## config.mk

```make
export PLATFORM = sky130hd
export DESIGN_NAME = tac_coord
export DESIGN_NICKNAME = d
export VERILOG_FILES = /design/src/tac_pkg.sv /design/src/tac_coord.sv
export VERILOG_INCLUDE_DIRS = /design/src /design/src/src
export SDC_FILE = /design/constraint.sdc
export NUM_CORES = 2
export LEC_CHECK = 0
export ABC_AREA = 1
export BUFFER_PORTS_ARGS = -buffer_cell sky130_fd_sc_hd__buf_2
export CORE_ASPECT_RATIO = 0.7
export CORE_UTILIZATION = 30
export DETAILED_ROUTE_END_ITERATION = 16
export GPL_ROUTABILITY_DRIVEN = 0
export SLEW_MARGIN = 20
export SYNTH_ARGS = -nofsm -noshare
export SYNTH_HDL_FRONTEND = slang
export SYNTH_SLANG_ARGS = --single-unit
```

## constraint.sdc

```tcl
create_clock -name clock -period 42.7 [get_ports clock]
set_input_delay 8.54 -clock clock [delete_from_list [all_inputs] [get_ports clock]]
set_output_delay 8.54 -clock clock [all_outputs]
set_load 0.01 [all_outputs]
```

## src/tac_defines.svh

```systemverilog
/*
  Constants of the two-axis coordinated motion block: register word
  indexes, field positions, reset values and arithmetic widths.
  Assumes inclusion by bare name from the package and the design file.
*/
`ifndef TAC_DEFINES_SVH
`define TAC_DEFINES_SVH

// ****************************************************************
// Widths
// ****************************************************************
`define TAC_POS_W 32
`define TAC_VEL_W 23
`define TAC_PF_W 13
`define TAC_PF_FRAC 12
`define TAC_DIV_W 48

// ****************************************************************
// Register word indexes (byte address is four times the index)
// ****************************************************************
`define TAC_IDX_MODE 7'h07
`define TAC_IDX_VLIM0 7'h21
`define TAC_IDX_TGT0 7'h28
`define TAC_IDX_VLIM1 7'h56
`define TAC_IDX_TGT1 7'h5d
`define TAC_IDX_STAT 7'h7f

// ****************************************************************
// Fields and reset values
// ****************************************************************
`define TAC_BIT_SYNC 8
`define TAC_BIT_COORD 9
`define TAC_MODE_MASK 32'h0000030f
`define TAC_MODE_RST 32'h00000000
`define TAC_VLIM_RST 23'h000000
`define TAC_STAT_ACTIVE 0
`define TAC_STAT_PRIM 1
`define TAC_STAT_BUSY 2
`define TAC_STAT_REJ 3
`define TAC_STAT_PF_LSB 16
`define TAC_TOL 3

`endif

```

## src/tac_pkg.sv

```systemverilog
/*
  Types of the two-axis coordinated motion block.
  Assumes tac_defines.svh is on the include path.
*/
`include "tac_defines.svh"

package tac_pkg;

  // Sequencer states, one-hot
  typedef enum logic [3:0] {
    TAC_IDLE = 4'b0001,
    TAC_PF = 4'b0010,
    TAC_VL = 4'b0100,
    TAC_RUN = 4'b1000
  } tac_state_t;

  // What one ramp generator reports
  typedef struct packed {
    logic signed [`TAC_POS_W-1:0] current_position;
    logic [`TAC_VEL_W-1:0] current_velocity;
    logic stop;
  } tac_axis_in_t;

  // What one ramp generator is told
  typedef struct packed {
    logic signed [`TAC_POS_W-1:0] target_position;
    logic [`TAC_VEL_W-1:0] velocity_limit;
    logic follow;
    logic [`TAC_VEL_W-1:0] follow_velocity;
  } tac_axis_cmd_t;

endpackage

```

## src/tac_coord.sv

```systemverilog
/*
  Two-axis coordinated motion: picks the primary axis, computes the
  proportion factor and the limited primary velocity, scales the
  follower velocity and gates on-the-fly target updates. Registers sit
  behind an Avalon-MM slave with waitrequest.
  Assumes two ramp generators on the same clock that follow the
  command structs and report position, speed magnitude and stop.
*/
// Chosen here: the Avalon-MM interface to the registers and the placing of the registers.
// Behaviour
// - Limited primary velocity is follower limit divided by proportion.
// - Effective primary limit is max of limited and own limit.
// - Primary axis runs its own acceleration, deceleration, with the effective limit as velocity.
// - Follower velocity is primary actual velocity times proportion.
// - Coordination ends when primary reaches target; follower finishes.
// - Follower final stop uses its own ramp settings.
// - Stop on either axis aborts; other axis finishes on own ramp.
// - On-the-fly targets accepted only on trajectory within 3 steps.
// - Primary is larger displacement; tie goes to higher limit.
// - Proportion is abs ratio follower/primary, rounded to 1/4096.
// - Mode bit 9 enables coordinated motion.
// - Paired latch bit 8 holds axis-0 target until axis-1 write.
`timescale 1ns/1ps
`include "tac_defines.svh"

module tac_coord
  import tac_pkg::*;
#(
  parameter int unsigned TOLERANCE = `TAC_TOL
) (
  input wire logic clock, // 125 MHz system clock
  input wire logic reset, // Asynchronous, active high
  input wire logic [8:0] avs_address, // Byte address
  input wire logic avs_read, // Read request
  input wire logic avs_write, // Write request
  input wire logic [31:0] avs_writedata, // Write data
  input wire logic [3:0] avs_byteenable, // Byte lanes
  output logic [31:0] avs_readdata, // Read data
  output logic avs_waitrequest, // Slave not ready
  input wire tac_axis_in_t axis0_in, // Axis 0 ramp state
  input wire tac_axis_in_t axis1_in, // Axis 1 ramp state
  output tac_axis_cmd_t axis0_cmd, // Axis 0 ramp command
  output tac_axis_cmd_t axis1_cmd, // Axis 1 ramp command
  output logic coordinated_active // Coordinated move running
);

  localparam int PW = `TAC_POS_W;
  localparam int VW = `TAC_VEL_W;
  localparam int FW = `TAC_PF_W;
  localparam int DW = `TAC_DIV_W;

  // ****************************************************************
  // Functions
  // ****************************************************************

  // Magnitude of a position difference, one bit wider than positions
  function automatic logic [PW:0] abs_diff(input logic signed [PW-1:0] a,
                                           input logic signed [PW-1:0] b);
    logic signed [PW:0] d;
    d = {a[PW-1], a} - {b[PW-1], b};
    abs_diff = d[PW] ? (PW+1)'(-d) : d;
  endfunction

  // Byte-lane merge of a write into an old word
  function automatic logic [31:0] be_merge(input logic [31:0] old,
                                           input logic [31:0] wd,
                                           input logic [3:0] be);
    logic [31:0] r;
    r = old;
    for (int i = 0; i < 4; i++) begin
      if (be[i]) begin
        r[8*i +: 8] = wd[8*i +: 8];
      end
    end
    be_merge = r;
  endfunction

  // ****************************************************************
  // Bus slave
  // ****************************************************************
  logic ack;
  logic [31:0] mode_reg;
  logic [VW-1:0] vlim [2];
  logic signed [PW-1:0] tgt_reg [2], act_tgt [2], cand_tgt [2];
  logic rejected;
  logic prim;
  logic [FW-1:0] pf;
  logic [VW-1:0] velocity_limit_eff;
  tac_state_t state;

  tac_axis_in_t ax_in [2];
  assign ax_in[0] = axis0_in;
  assign ax_in[1] = axis1_in;

  // One wait cycle on every access keeps the read mux off the bus path
  wire acc = avs_read | avs_write;
  wire wr = avs_write & ack;
  wire [6:0] widx = avs_address[8:2];
  assign avs_waitrequest = acc & ~ack;

  // Address decode
  wire hit_mode = widx == `TAC_IDX_MODE;
  wire hit_v0 = widx == `TAC_IDX_VLIM0;
  wire hit_v1 = widx == `TAC_IDX_VLIM1;
  wire hit_t0 = widx == `TAC_IDX_TGT0;
  wire hit_t1 = widx == `TAC_IDX_TGT1;
  wire hit_st = widx == `TAC_IDX_STAT;
  wire sync_en = mode_reg[`TAC_BIT_SYNC];
  wire coord_en = mode_reg[`TAC_BIT_COORD];
  wire wr_t0 = wr & hit_t0;
  wire wr_t1 = wr & hit_t1;
  wire [31:0] wd_mode = be_merge(mode_reg, avs_writedata, avs_byteenable);
  wire [31:0] wd_v0 = be_merge(32'(vlim[0]), avs_writedata, avs_byteenable);
  wire [31:0] wd_v1 = be_merge(32'(vlim[1]), avs_writedata, avs_byteenable);
  wire [31:0] wd_t0 = be_merge(tgt_reg[0], avs_writedata, avs_byteenable);
  wire [31:0] wd_t1 = be_merge(tgt_reg[1], avs_writedata, avs_byteenable);

  // Status word
  wire busy = (state == TAC_PF) | (state == TAC_VL);
  wire [31:0] stat_word = (32'(pf) << `TAC_STAT_PF_LSB)
                        | (32'(rejected) << `TAC_STAT_REJ)
                        | (32'(busy) << `TAC_STAT_BUSY)
                        | (32'(prim) << `TAC_STAT_PRIM)
                        | (32'(coordinated_active) << `TAC_STAT_ACTIVE);
  wire [31:0] rd_mux = hit_mode ? mode_reg :
                       hit_v0 ? 32'(vlim[0]) :
                       hit_v1 ? 32'(vlim[1]) :
                       hit_t0 ? tgt_reg[0] :
                       hit_t1 ? tgt_reg[1] :
                       hit_st ? stat_word : 32'h00000000;

  // Handshake and read data; unmapped reads return zero
  always_ff @(posedge clock or posedge reset) begin
    if (reset) begin
      ack <= 1'b0;
      avs_readdata <= 32'h00000000;
    end else begin
      ack <= acc & ~ack;
      if (avs_read & ~ack) begin
        avs_readdata <= rd_mux;
      end
    end
  end

  // Register writes; unmapped writes are dropped
  always_ff @(posedge clock or posedge reset) begin
    if (reset) begin
      mode_reg <= `TAC_MODE_RST;
      vlim <= '{`TAC_VLIM_RST, `TAC_VLIM_RST};
      tgt_reg <= '{'0, '0};
    end else begin
      if (wr & hit_mode) mode_reg <= wd_mode & `TAC_MODE_MASK;
      if (wr & hit_v0) vlim[0] <= wd_v0[VW-1:0];
      if (wr & hit_v1) vlim[1] <= wd_v1[VW-1:0];
      if (wr_t0) tgt_reg[0] <= wd_t0;
      if (wr_t1) tgt_reg[1] <= wd_t1;
    end
  end

  // ****************************************************************
  // Target commit and trajectory check
  // ****************************************************************

  // With the latch set, axis 0 waits in its register for axis 1
  wire commit = wr_t1 | (wr_t0 & ~sync_en);
  wire signed [PW-1:0] c0 = sync_en ? tgt_reg[0] :
                            (wr_t0 ? signed'(wd_t0) : act_tgt[0]);
  wire signed [PW-1:0] c1 = wr_t1 ? signed'(wd_t1) : act_tgt[1];
  wire [PW:0] d0 = abs_diff(c0, ax_in[0].current_position);
  wire [PW:0] d1 = abs_diff(c1, ax_in[1].current_position);
  // Larger displacement leads; on a tie the higher limit leads
  wire new_prim = (d1 > d0) | ((d1 == d0) & (vlim[1] > vlim[0]));
  wire [PW:0] dp_new = new_prim ? d1 : d0;
  wire [PW:0] df_new = new_prim ? d0 : d1;

  // Follower target implied by the running factor
  wire [PW+FW:0] exp_full = dp_new * pf;
  wire [PW:0] exp_f = exp_full[PW+`TAC_PF_FRAC:`TAC_PF_FRAC];
  wire [PW:0] dev = (df_new >= exp_f) ? df_new - exp_f : exp_f - df_new;
  wire on_track = (new_prim == prim) & (dev <= (PW+1)'(TOLERANCE));

  // ****************************************************************
  // Shared restoring divider
  // ****************************************************************
  logic [DW-1:0] div_num, div_q;
  logic [PW:0] div_den;
  logic [PW+2:0] div_rem;
  logic [5:0] div_cnt;

  wire [PW+2:0] rem_sh = {div_rem[PW+1:0], div_num[DW-1]};
  wire q_bit = rem_sh >= {2'b00, div_den};
  wire [PW+2:0] rem_nx = q_bit ? rem_sh - {2'b00, div_den} : rem_sh;
  wire [DW-1:0] q_nx = {div_q[DW-2:0], q_bit};
  wire div_last = div_cnt == 6'h00;

  // Factor from a quotient with one guard bit, rounded half up
  wire [FW:0] pf_q = q_nx[FW:0];
  wire [FW:0] pf_sum = pf_q + (FW+1)'(1);
  wire [FW-1:0] pf_rnd = pf_sum[FW:1];
  // Division floors, so the limited speed can only come out lower
  wire [VW-1:0] lim_v = (|q_nx[DW-1:VW]) ? '1 : q_nx[VW-1:0];
  wire [VW-1:0] vp_own = vlim[prim];
  wire [VW-1:0] velocity_limit_new = (lim_v > vp_own) ? lim_v : vp_own;

  // Follower speed from the primary's present speed
  wire [VW+FW-1:0] fv_full = ax_in[prim].current_velocity * pf;
  wire [VW-1:0] fv_nx = fv_full[VW+`TAC_PF_FRAC-1:`TAC_PF_FRAC];

  wire any_stop = ax_in[0].stop | ax_in[1].stop;
  wire prim_done = ax_in[prim].current_position == act_tgt[prim];
  wire run = state == TAC_RUN;

  // ****************************************************************
  // Sequencer
  // ****************************************************************

  // Stops and a cleared enable always win, returning both axes to
  // their own ramps with the targets they already hold
  always_ff @(posedge clock or posedge reset) begin
    if (reset) begin
      state <= TAC_IDLE;
      prim <= 1'b0;
      pf <= '0;
      velocity_limit_eff <= '0;
      act_tgt <= '{'0, '0};
      cand_tgt <= '{'0, '0};
      div_num <= '0;
      div_den <= '0;
      div_rem <= '0;
      div_q <= '0;
      div_cnt <= 6'h00;
    end else if (~coord_en | any_stop) begin
      state <= TAC_IDLE;
      if (commit & ~coord_en) begin
        act_tgt <= '{c0, c1};
      end
    end else begin
      unique case (state)
        TAC_IDLE: begin
          if (commit) begin
            // Both axes assumed standing here
            cand_tgt[0] <= c0;
            cand_tgt[1] <= c1;
            prim <= new_prim;
            div_num <= DW'({df_new, (FW)'(0)});
            div_den <= dp_new;
            div_rem <= '0;
            div_q <= '0;
            div_cnt <= 6'(DW - 1);
            state <= TAC_PF;
          end
        end
        TAC_PF: begin
          div_num <= {div_num[DW-2:0], 1'b0};
          div_rem <= rem_nx;
          div_q <= q_nx;
          div_cnt <= div_cnt - 6'h01;
          if (div_last) begin
            pf <= pf_rnd;
            if (pf_rnd == '0) begin
              // Follower stays put, primary keeps its own limit
              velocity_limit_eff <= vp_own;
              act_tgt <= cand_tgt;
              state <= TAC_RUN;
            end else begin
              div_num <= DW'({vlim[~prim], (`TAC_PF_FRAC)'(0)});
              div_den <= (PW+1)'(pf_rnd);
              div_rem <= '0;
              div_q <= '0;
              div_cnt <= 6'(DW - 1);
              state <= TAC_VL;
            end
          end
        end
        TAC_VL: begin
          div_num <= {div_num[DW-2:0], 1'b0};
          div_rem <= rem_nx;
          div_q <= q_nx;
          div_cnt <= div_cnt - 6'h01;
          if (div_last) begin
            velocity_limit_eff <= velocity_limit_new;
            act_tgt <= cand_tgt;
            state <= TAC_RUN;
          end
        end
        TAC_RUN: begin
          if (commit & on_track) begin
            act_tgt <= '{c0, c1};
          end else if (prim_done) begin
            state <= TAC_IDLE;
          end
        end
      endcase
    end
  end

  // Updates that arrive while busy or off track are dropped and
  // flagged; a new event wins over a write-one clear
  wire rej_set = coord_en & ~any_stop & commit & (busy | (run & ~on_track));
  wire rej_clr = wr & hit_st & avs_byteenable[0]
               & avs_writedata[`TAC_STAT_REJ];
  always_ff @(posedge clock or posedge reset) begin
    if (reset) begin
      rejected <= 1'b0;
    end else begin
      rejected <= rej_set | (rejected & ~rej_clr);
    end
  end

  // ****************************************************************
  // Ramp commands
  // ****************************************************************
  tac_axis_cmd_t cmd [2];
  assign axis0_cmd = cmd[0];
  assign axis1_cmd = cmd[1];

  // The primary keeps its own ramp with the limit swapped; outside a
  // run each axis follows its own settings, so the follower's last
  // step and stop use its own ramp
  always_ff @(posedge clock or posedge reset) begin
    if (reset) begin
      cmd <= '{'0, '0};
      coordinated_active <= 1'b0;
    end else begin
      coordinated_active <= run;
      for (int i = 0; i < 2; i++) begin
        cmd[i].target_position <= act_tgt[i];
        cmd[i].velocity_limit <= (run & (prim == 1'(i))) ? velocity_limit_eff
                                 : vlim[i];
        cmd[i].follow <= run & (prim != 1'(i));
        cmd[i].follow_velocity <= fv_nx;
      end
    end
  end

endmodule

```

==> Word-level counts from Yosys, hierarchy flattened <==
Index checks and enable logic that the tools add are counted.
{ "word_totals": {"regBits": 623, "input_bits": 161, "wordCells": 224} }
{ "classes": {"addsub": 9, "mul": 2, "order_cmp": 8, "n_eq_ne": 26, "n_mux": 78, "bitwise_logic": 45, "n_reduce_logical": 22} }
{ "op_table": {"columns": ["operator", "n"], "rows": [
  ["$mux 64", 6],
  ["$mux 32", 11],
  ["$mux 23", 13],
  ["$mux 33", 8],
  ["$pmux 64 s3", 1],
  ["$mux 56", 3],
  ["$mux 48", 3],
  ["$pmux 48 s3", 1],
  ["$mux 47", 3],
  ["$pmux 47 s3", 1],
  ["$mux 34", 4],
  ["$pmux 34 s3", 1],
  ["$neg 33->33", 2],
  ["$pmux 33 s2", 1],
  ["$sub 32x32->33", 2],
  ["$sub 33x33->33", 2],
  ["$mux 8", 8],
  ["$gt 23x23->1", 2],
  ["$pmux 23 s2", 1],
  ["$mul 33x13->45", 1],
  ["$ge 35x33->1", 1],
  ["$mul 23x13->35", 1],
  ["$sub 34x33->34", 1],
  ["$eq 33x33->1", 1],
  ["43 further kinds", 112]
]} }

==> Longest topological paths before layout <==
{ "logic_depth": {"ltp_word": 21, "ltp_mapped": 98, "mapped_depth_nobuf": 91} }

==> Worst setup path before layout <==
No wires, ideal clock.
{ "synth_path": {"kind": "input to register", "startpoint": "input avs_address[4]", "endpoint": "register act_tgt[0] (netlist bit)", "arrival_time_ns": 20.842, "path_slack_ns": 21.734, "stages": 83, "n_path_buf": 7, "path_cell_list": "nor4_1 nand2_1 nor2_1 inv_1 clkbuf_1 nand2_1 nand3_1 o21ai_0 ha_1 inv_1 fa_1 nand2_1 nand2_1 and2_1 nand3_1 nand3_1 xor2_2 nand2_1 [47 not listed] nor2_1 nor2_1 nand3_2 a21oi_4 buf_6 nand2_1 nand2_1 nand3_1 nor2_1 nand2_1 nor2_1 nand4_1 nand2_1 nand3_1 buf_4 buf_6 nand2_1 o21ai_2"} }
{ "synth_between": {"elab_chain_cells": 19, "elab_cells_between_ends": 38, "classes_between": "6 x add/sub; 1 x mul; 3 x order compare; 6 x eq/ne; 12 x mux; 9 x bitwise; 1 x reduce/logical"} }
{ "synth_lines": {"columns": ["item", "line", "source"], "rows": [
  ["from (decl)", "tac_coord.sv:33", "input wire logic [8:0] avs_address,"],
  ["branches (longest 19 deep; another with $mul 33x13->45)", null, null],
  ["to (signal assigned)", "tac_coord.sv:225", "act_tgt <= '{'0, '0};"],
  ["to (signal assigned)", "tac_coord.sv:282", "act_tgt <= cand_tgt;"],
  ["to (signal assigned)", "tac_coord.sv:288", "act_tgt <= '{c0, c1};"],
  ["to (decl)", "tac_coord.sv:84", "logic signed [PW-1:0] tgt_reg [2], act_tgt [2], cand_tgt [2];"]
]} }
Several ways; the timed one is not identified. The select of a mux whose other input is x is not followed.
A chain may end at the register's enable or synchronous reset.

==> Worst setup path after layout <==
{ "layout_path": {"startpoint": "input avs_address[4]", "endpoint": "register act_tgt[3] (netlist bit)"} }
{ "layout_between": {"elab_chain_cells": 19, "elab_cells_between_ends": 38, "classes_between": "6 x add/sub; 1 x mul; 3 x order compare; 6 x eq/ne; 12 x mux; 9 x bitwise; 1 x reduce/logical"} }
{ "layout_lines": {"columns": ["item", "line", "source"], "rows": [
  ["$eq 7x6->1 (no line) *", null, null],
  ["$and 1x1->1 *", "tac_coord.sv:110", "wire wr_t0 = wr & hit_t0;"],
  ["$mux 32 *", "tac_coord.sv:167", "(wr_t0 ? signed'(wd_t0) : act_tgt[0]);"],
  ["$mux 32 *", "tac_coord.sv:166", "wire signed [PW-1:0] c0 = sync_en ? tgt_reg[0] :"],
  ["via c0[14]", "tac_coord.sv:166", null],
  ["$sub 32x32->33 *", "tac_coord.sv:60", "d = {a[PW-1], a} - {b[PW-1], b};"],
  ["$neg 33->33", "tac_coord.sv:61", "abs_diff = d[PW] ? (PW+1)'(-d) : d;"],
  ["$mux 33 *", "tac_coord.sv:61", null],
  ["branches (longest 8 deep; another with $mul 33x13->45)", null, null],
  ["$and 1x1->1 *", "tac_coord.sv:180", "wire on_track = (new_prim == prim) & (dev <= (PW+1)'(TOLERANCE));"],
  ["$and 1x1->1 *", "tac_coord.sv:287", "if (commit & on_track) begin"],
  ["$ne 3x1->1 (no line) *", null, null],
  ["$reduce_and 6->1 (no line) *", null, null]
]} }
Mark *: on every way through the listed nets, which the timed path passes. The select of a mux whose other input is x is not followed.

==> flow_metrics.tcl <==
set metrics [dict create \
    status "finished, final reports clean" \
    max_freq_mhz 36.28 \
    min_path_type "reg2reg" \
    crit_type "in2reg" \
    required_ns 43.22 \
    max-cap-violations 0 \
    cpMostUsedCell "nand2_1" \
    drive_above_1_share 0.09087 \
    rsz0062_at_grt "false" \
    synth_seq_cells 611 \
    synth_cell_types 76 \
    hold_start "act_tgt[31]$_DFFE_PP0P_" \
    finalHoldViolations 0 \
    rrSetupSlack_ns 23.09 \
    whs_endpoint "axis1_cmd[78]$_DFF_PP0_" \
    yosysWarnings 0 \
    start_util 0.3030 \
    core_area_mm2 0.2177 \
    largest_reg_flops 79 \
    synth_flop_cell "dfrtp_1" \
    arrival_ns 28.08 \
    cts.sinks 611 \
    rr_endpoint "act_tgt[3]$_DFFE_PP0P_" \
    setup_violations 0 \
    ant_nets 0 \
    final_cell_mix "nand2_1, inv_1, nor2_1" \
    grtUsageTotal 0.2148 \
    clkTransAtPathRegs_ns 0.06 \
    overflow 0 \
    critPathBufInv 18 \
    worstMarginPinSlew_ns 1.313 \
    num-fill-cells 23020 \
    rr_worst_depth 76 \
    regArea_mm2 0.01530 \
    dieArea_mm2 0.2218 \
    vias_per_cell 5.179 \
    drt_iter0_drc 7783 \
    grt_max_degree 154 \
    relSlewSlack 0.1229 \
    multi_input_area_mm2 0.04340 \
    io_buffers 350 \
    slowest_delay_ns 0.71 \
    die_h_um 394.3 \
    ios 353 \
    mostFrequentLayoutCell "nand2_1" \
    cts_resized 0 \
    area_growth_pct 10.72 \
    via_count 63050 \
    syn_area_mm2 0.06597 \
    path_delay_family "simple AND/OR/NAND/NOR gates" \
    finalMaxSlewViolations 0 \
    cts-root-buf "clkbuf_16" \
    syn_inst 9051 \
    synth_nets 10190 \
    r2r-start "ack$_DFF_PP0_" \
    wl_per_cell_um 19.79 \
    rows 143 \
    cts_tree "built" \
    period_share 0.6456 \
    async_flop_share 1.000 \
    fin_skew_ns 0.05583 \
    die_w_um 562.5 \
    cts.path.max_buffers 3 \
    drt_drc_violations_left 0 \
    first_global_vias 60180 \
    hold_depth 0 \
    dr.pass1.iters 9 \
    grt_pass1_wl_um 368300 \
    crit_path_top_delay_cell "a21oi_4" \
    antenna_found_initial 22 \
    final_nets 10350 \
    startpoint_type "input pin" \
    postCtsSetupBuffers 0 \
    fin_crit_ns 27.57 \
    end_kind "flop" \
    startpoint "avs_address[4]" \
    fin_setup_tns_ns 0 \
    syn-mean-instance-area_um2 7.288 \
    critPathMaxFanout 66 \
    synth_edf_count 0 \
    hold_buffers 0 \
    place_hpwl_um 192000 \
    drt_wl_total_um 240900 \
    clock_latency_ns 0.72 \
    cts_buffers 72 \
    h-tree-depth 3 \
    yosysSeqAreaShare 0.2318 \
]
through the flow:
| stage | hold slack, ns | cells | cell area (um2) | setup WS (ns) | utilization |
|---|---|---|---|---|---|
| CTS | 0.4170 | 12170 | 73010 | 16.03 | 0.3353 |
| global placement | 0.3993 | 12040 | 70420 | 15.42 | 0.3234 |
| detailed placement | 0.4030 | 12040 | 70420 | 15.38 | 0.3234 |
| floorplan | 0.3741 | 9051 | 65970 | 17.05 | - |
| global route | 0.4208 | 12170 | 73020 | 14.10 | 0.3353 |
| finish | 0.4117 | 12170 | 73040 | 15.13 | 0.3354 |
final cells by class:
type,instances,share of cell area
Multi-Input combinational cell,6562,0.5942
Sequential cell,611,0.2094
Inverter,1540,0.07924
Tap cell,2900,0.04968
Timing Repair Buffer,423,0.03181
Clock buffer,98,0.02876
Clock inverter,32,0.006595
Antenna cell,8,0.0002741
worst max-delay path by stage:
| stage | slack, ns | cells past startpoint | to |
|---|---|---|---|
| 2_1_floorplan | 17.05 | 1 | ack$_DFF_PP0_ |
| 3_3_place_gp | 15.42 | 79 | act_tgt[31]$_DFFE_PP0P_ |
| 3_5_place_dp | 15.38 | 79 | act_tgt[31]$_DFFE_PP0P_ |
| 4_1_cts | 16.03 | 79 | act_tgt[3]$_DFFE_PP0P_ |
| 5_1_grt | 14.10 | 81 | act_tgt[8]$_DFFE_PP0P_ |
| 6_report | 15.13 | 79 | act_tgt[3]$_DFFE_PP0P_ |
synthesized netlist by cell type (20+ instances only):
master | instances | area (um2)
inv_1 | 1493 | 5604
buf_1 | 24 | 90.09
clkbuf_1 | 236 | 885.9
nand2_1 | 2259 | 8479
dfrtp_1 | 610 | 15260
xnor2_1 | 64 | 560.5
xor2_1 | 169 | 1480
clkinv_1 | 29 | 108.9
o21a_1 | 70 | 525.5
or2_2 | 62 | 387.9
o21ai_0 | 655 | 3278
buf_4 | 32 | 240.2
nor3_1 | 64 | 320.3
o21bai_1 | 38 | 285.3
a21oi_1 | 488 | 2442
o2111ai_1 | 25 | 219.0
nand2_2 | 70 | 437.9
a31oi_1 | 22 | 137.6
o22ai_1 | 104 | 650.6
nor2_1 | 791 | 2969
nand3_1 | 300 | 1501
o21ai_2 | 70 | 613.1
o21ai_1 | 24 | 120.1
buf_2 | 27 | 135.1
nand4_1 | 73 | 456.7
fa_1 | 573 | 11470
ha_1 | 403 | 5042
a21o_1 | 20 | 150.1
nor4_1 | 21 | 131.4
o211ai_1 | 36 | 270.3
cell families after synthesis:
kind of cell	synth area share
XOR/XNOR	0.03168
adder cells (fa/ha/maj)	0.2503
flip-flops	0.2318
AND/OR/NAND/NOR	0.2307
multiplexers	0.002674
AO/OA/AOI/OAI	0.1414
buffers and inverters	0.1115
metal layers:
layer / up-vias / wire [um] / global-route usage / part of all wire
met2: 3385 / 97090 / 0.3035 / 0.40
met3: 393 / 31460 / 0.06509 / 0.13
met4: 12 / 5422 / 0.04621 / 0.023
li1: 28770 / - / - / -
met1: 30490 / 106900 / 0.3170 / 0.44
met5: - / 78 / 0 / 0.00032
Power is not shown: default switching activity piles up to over one toggle a cycle in this logic, so the estimate is an artifact.
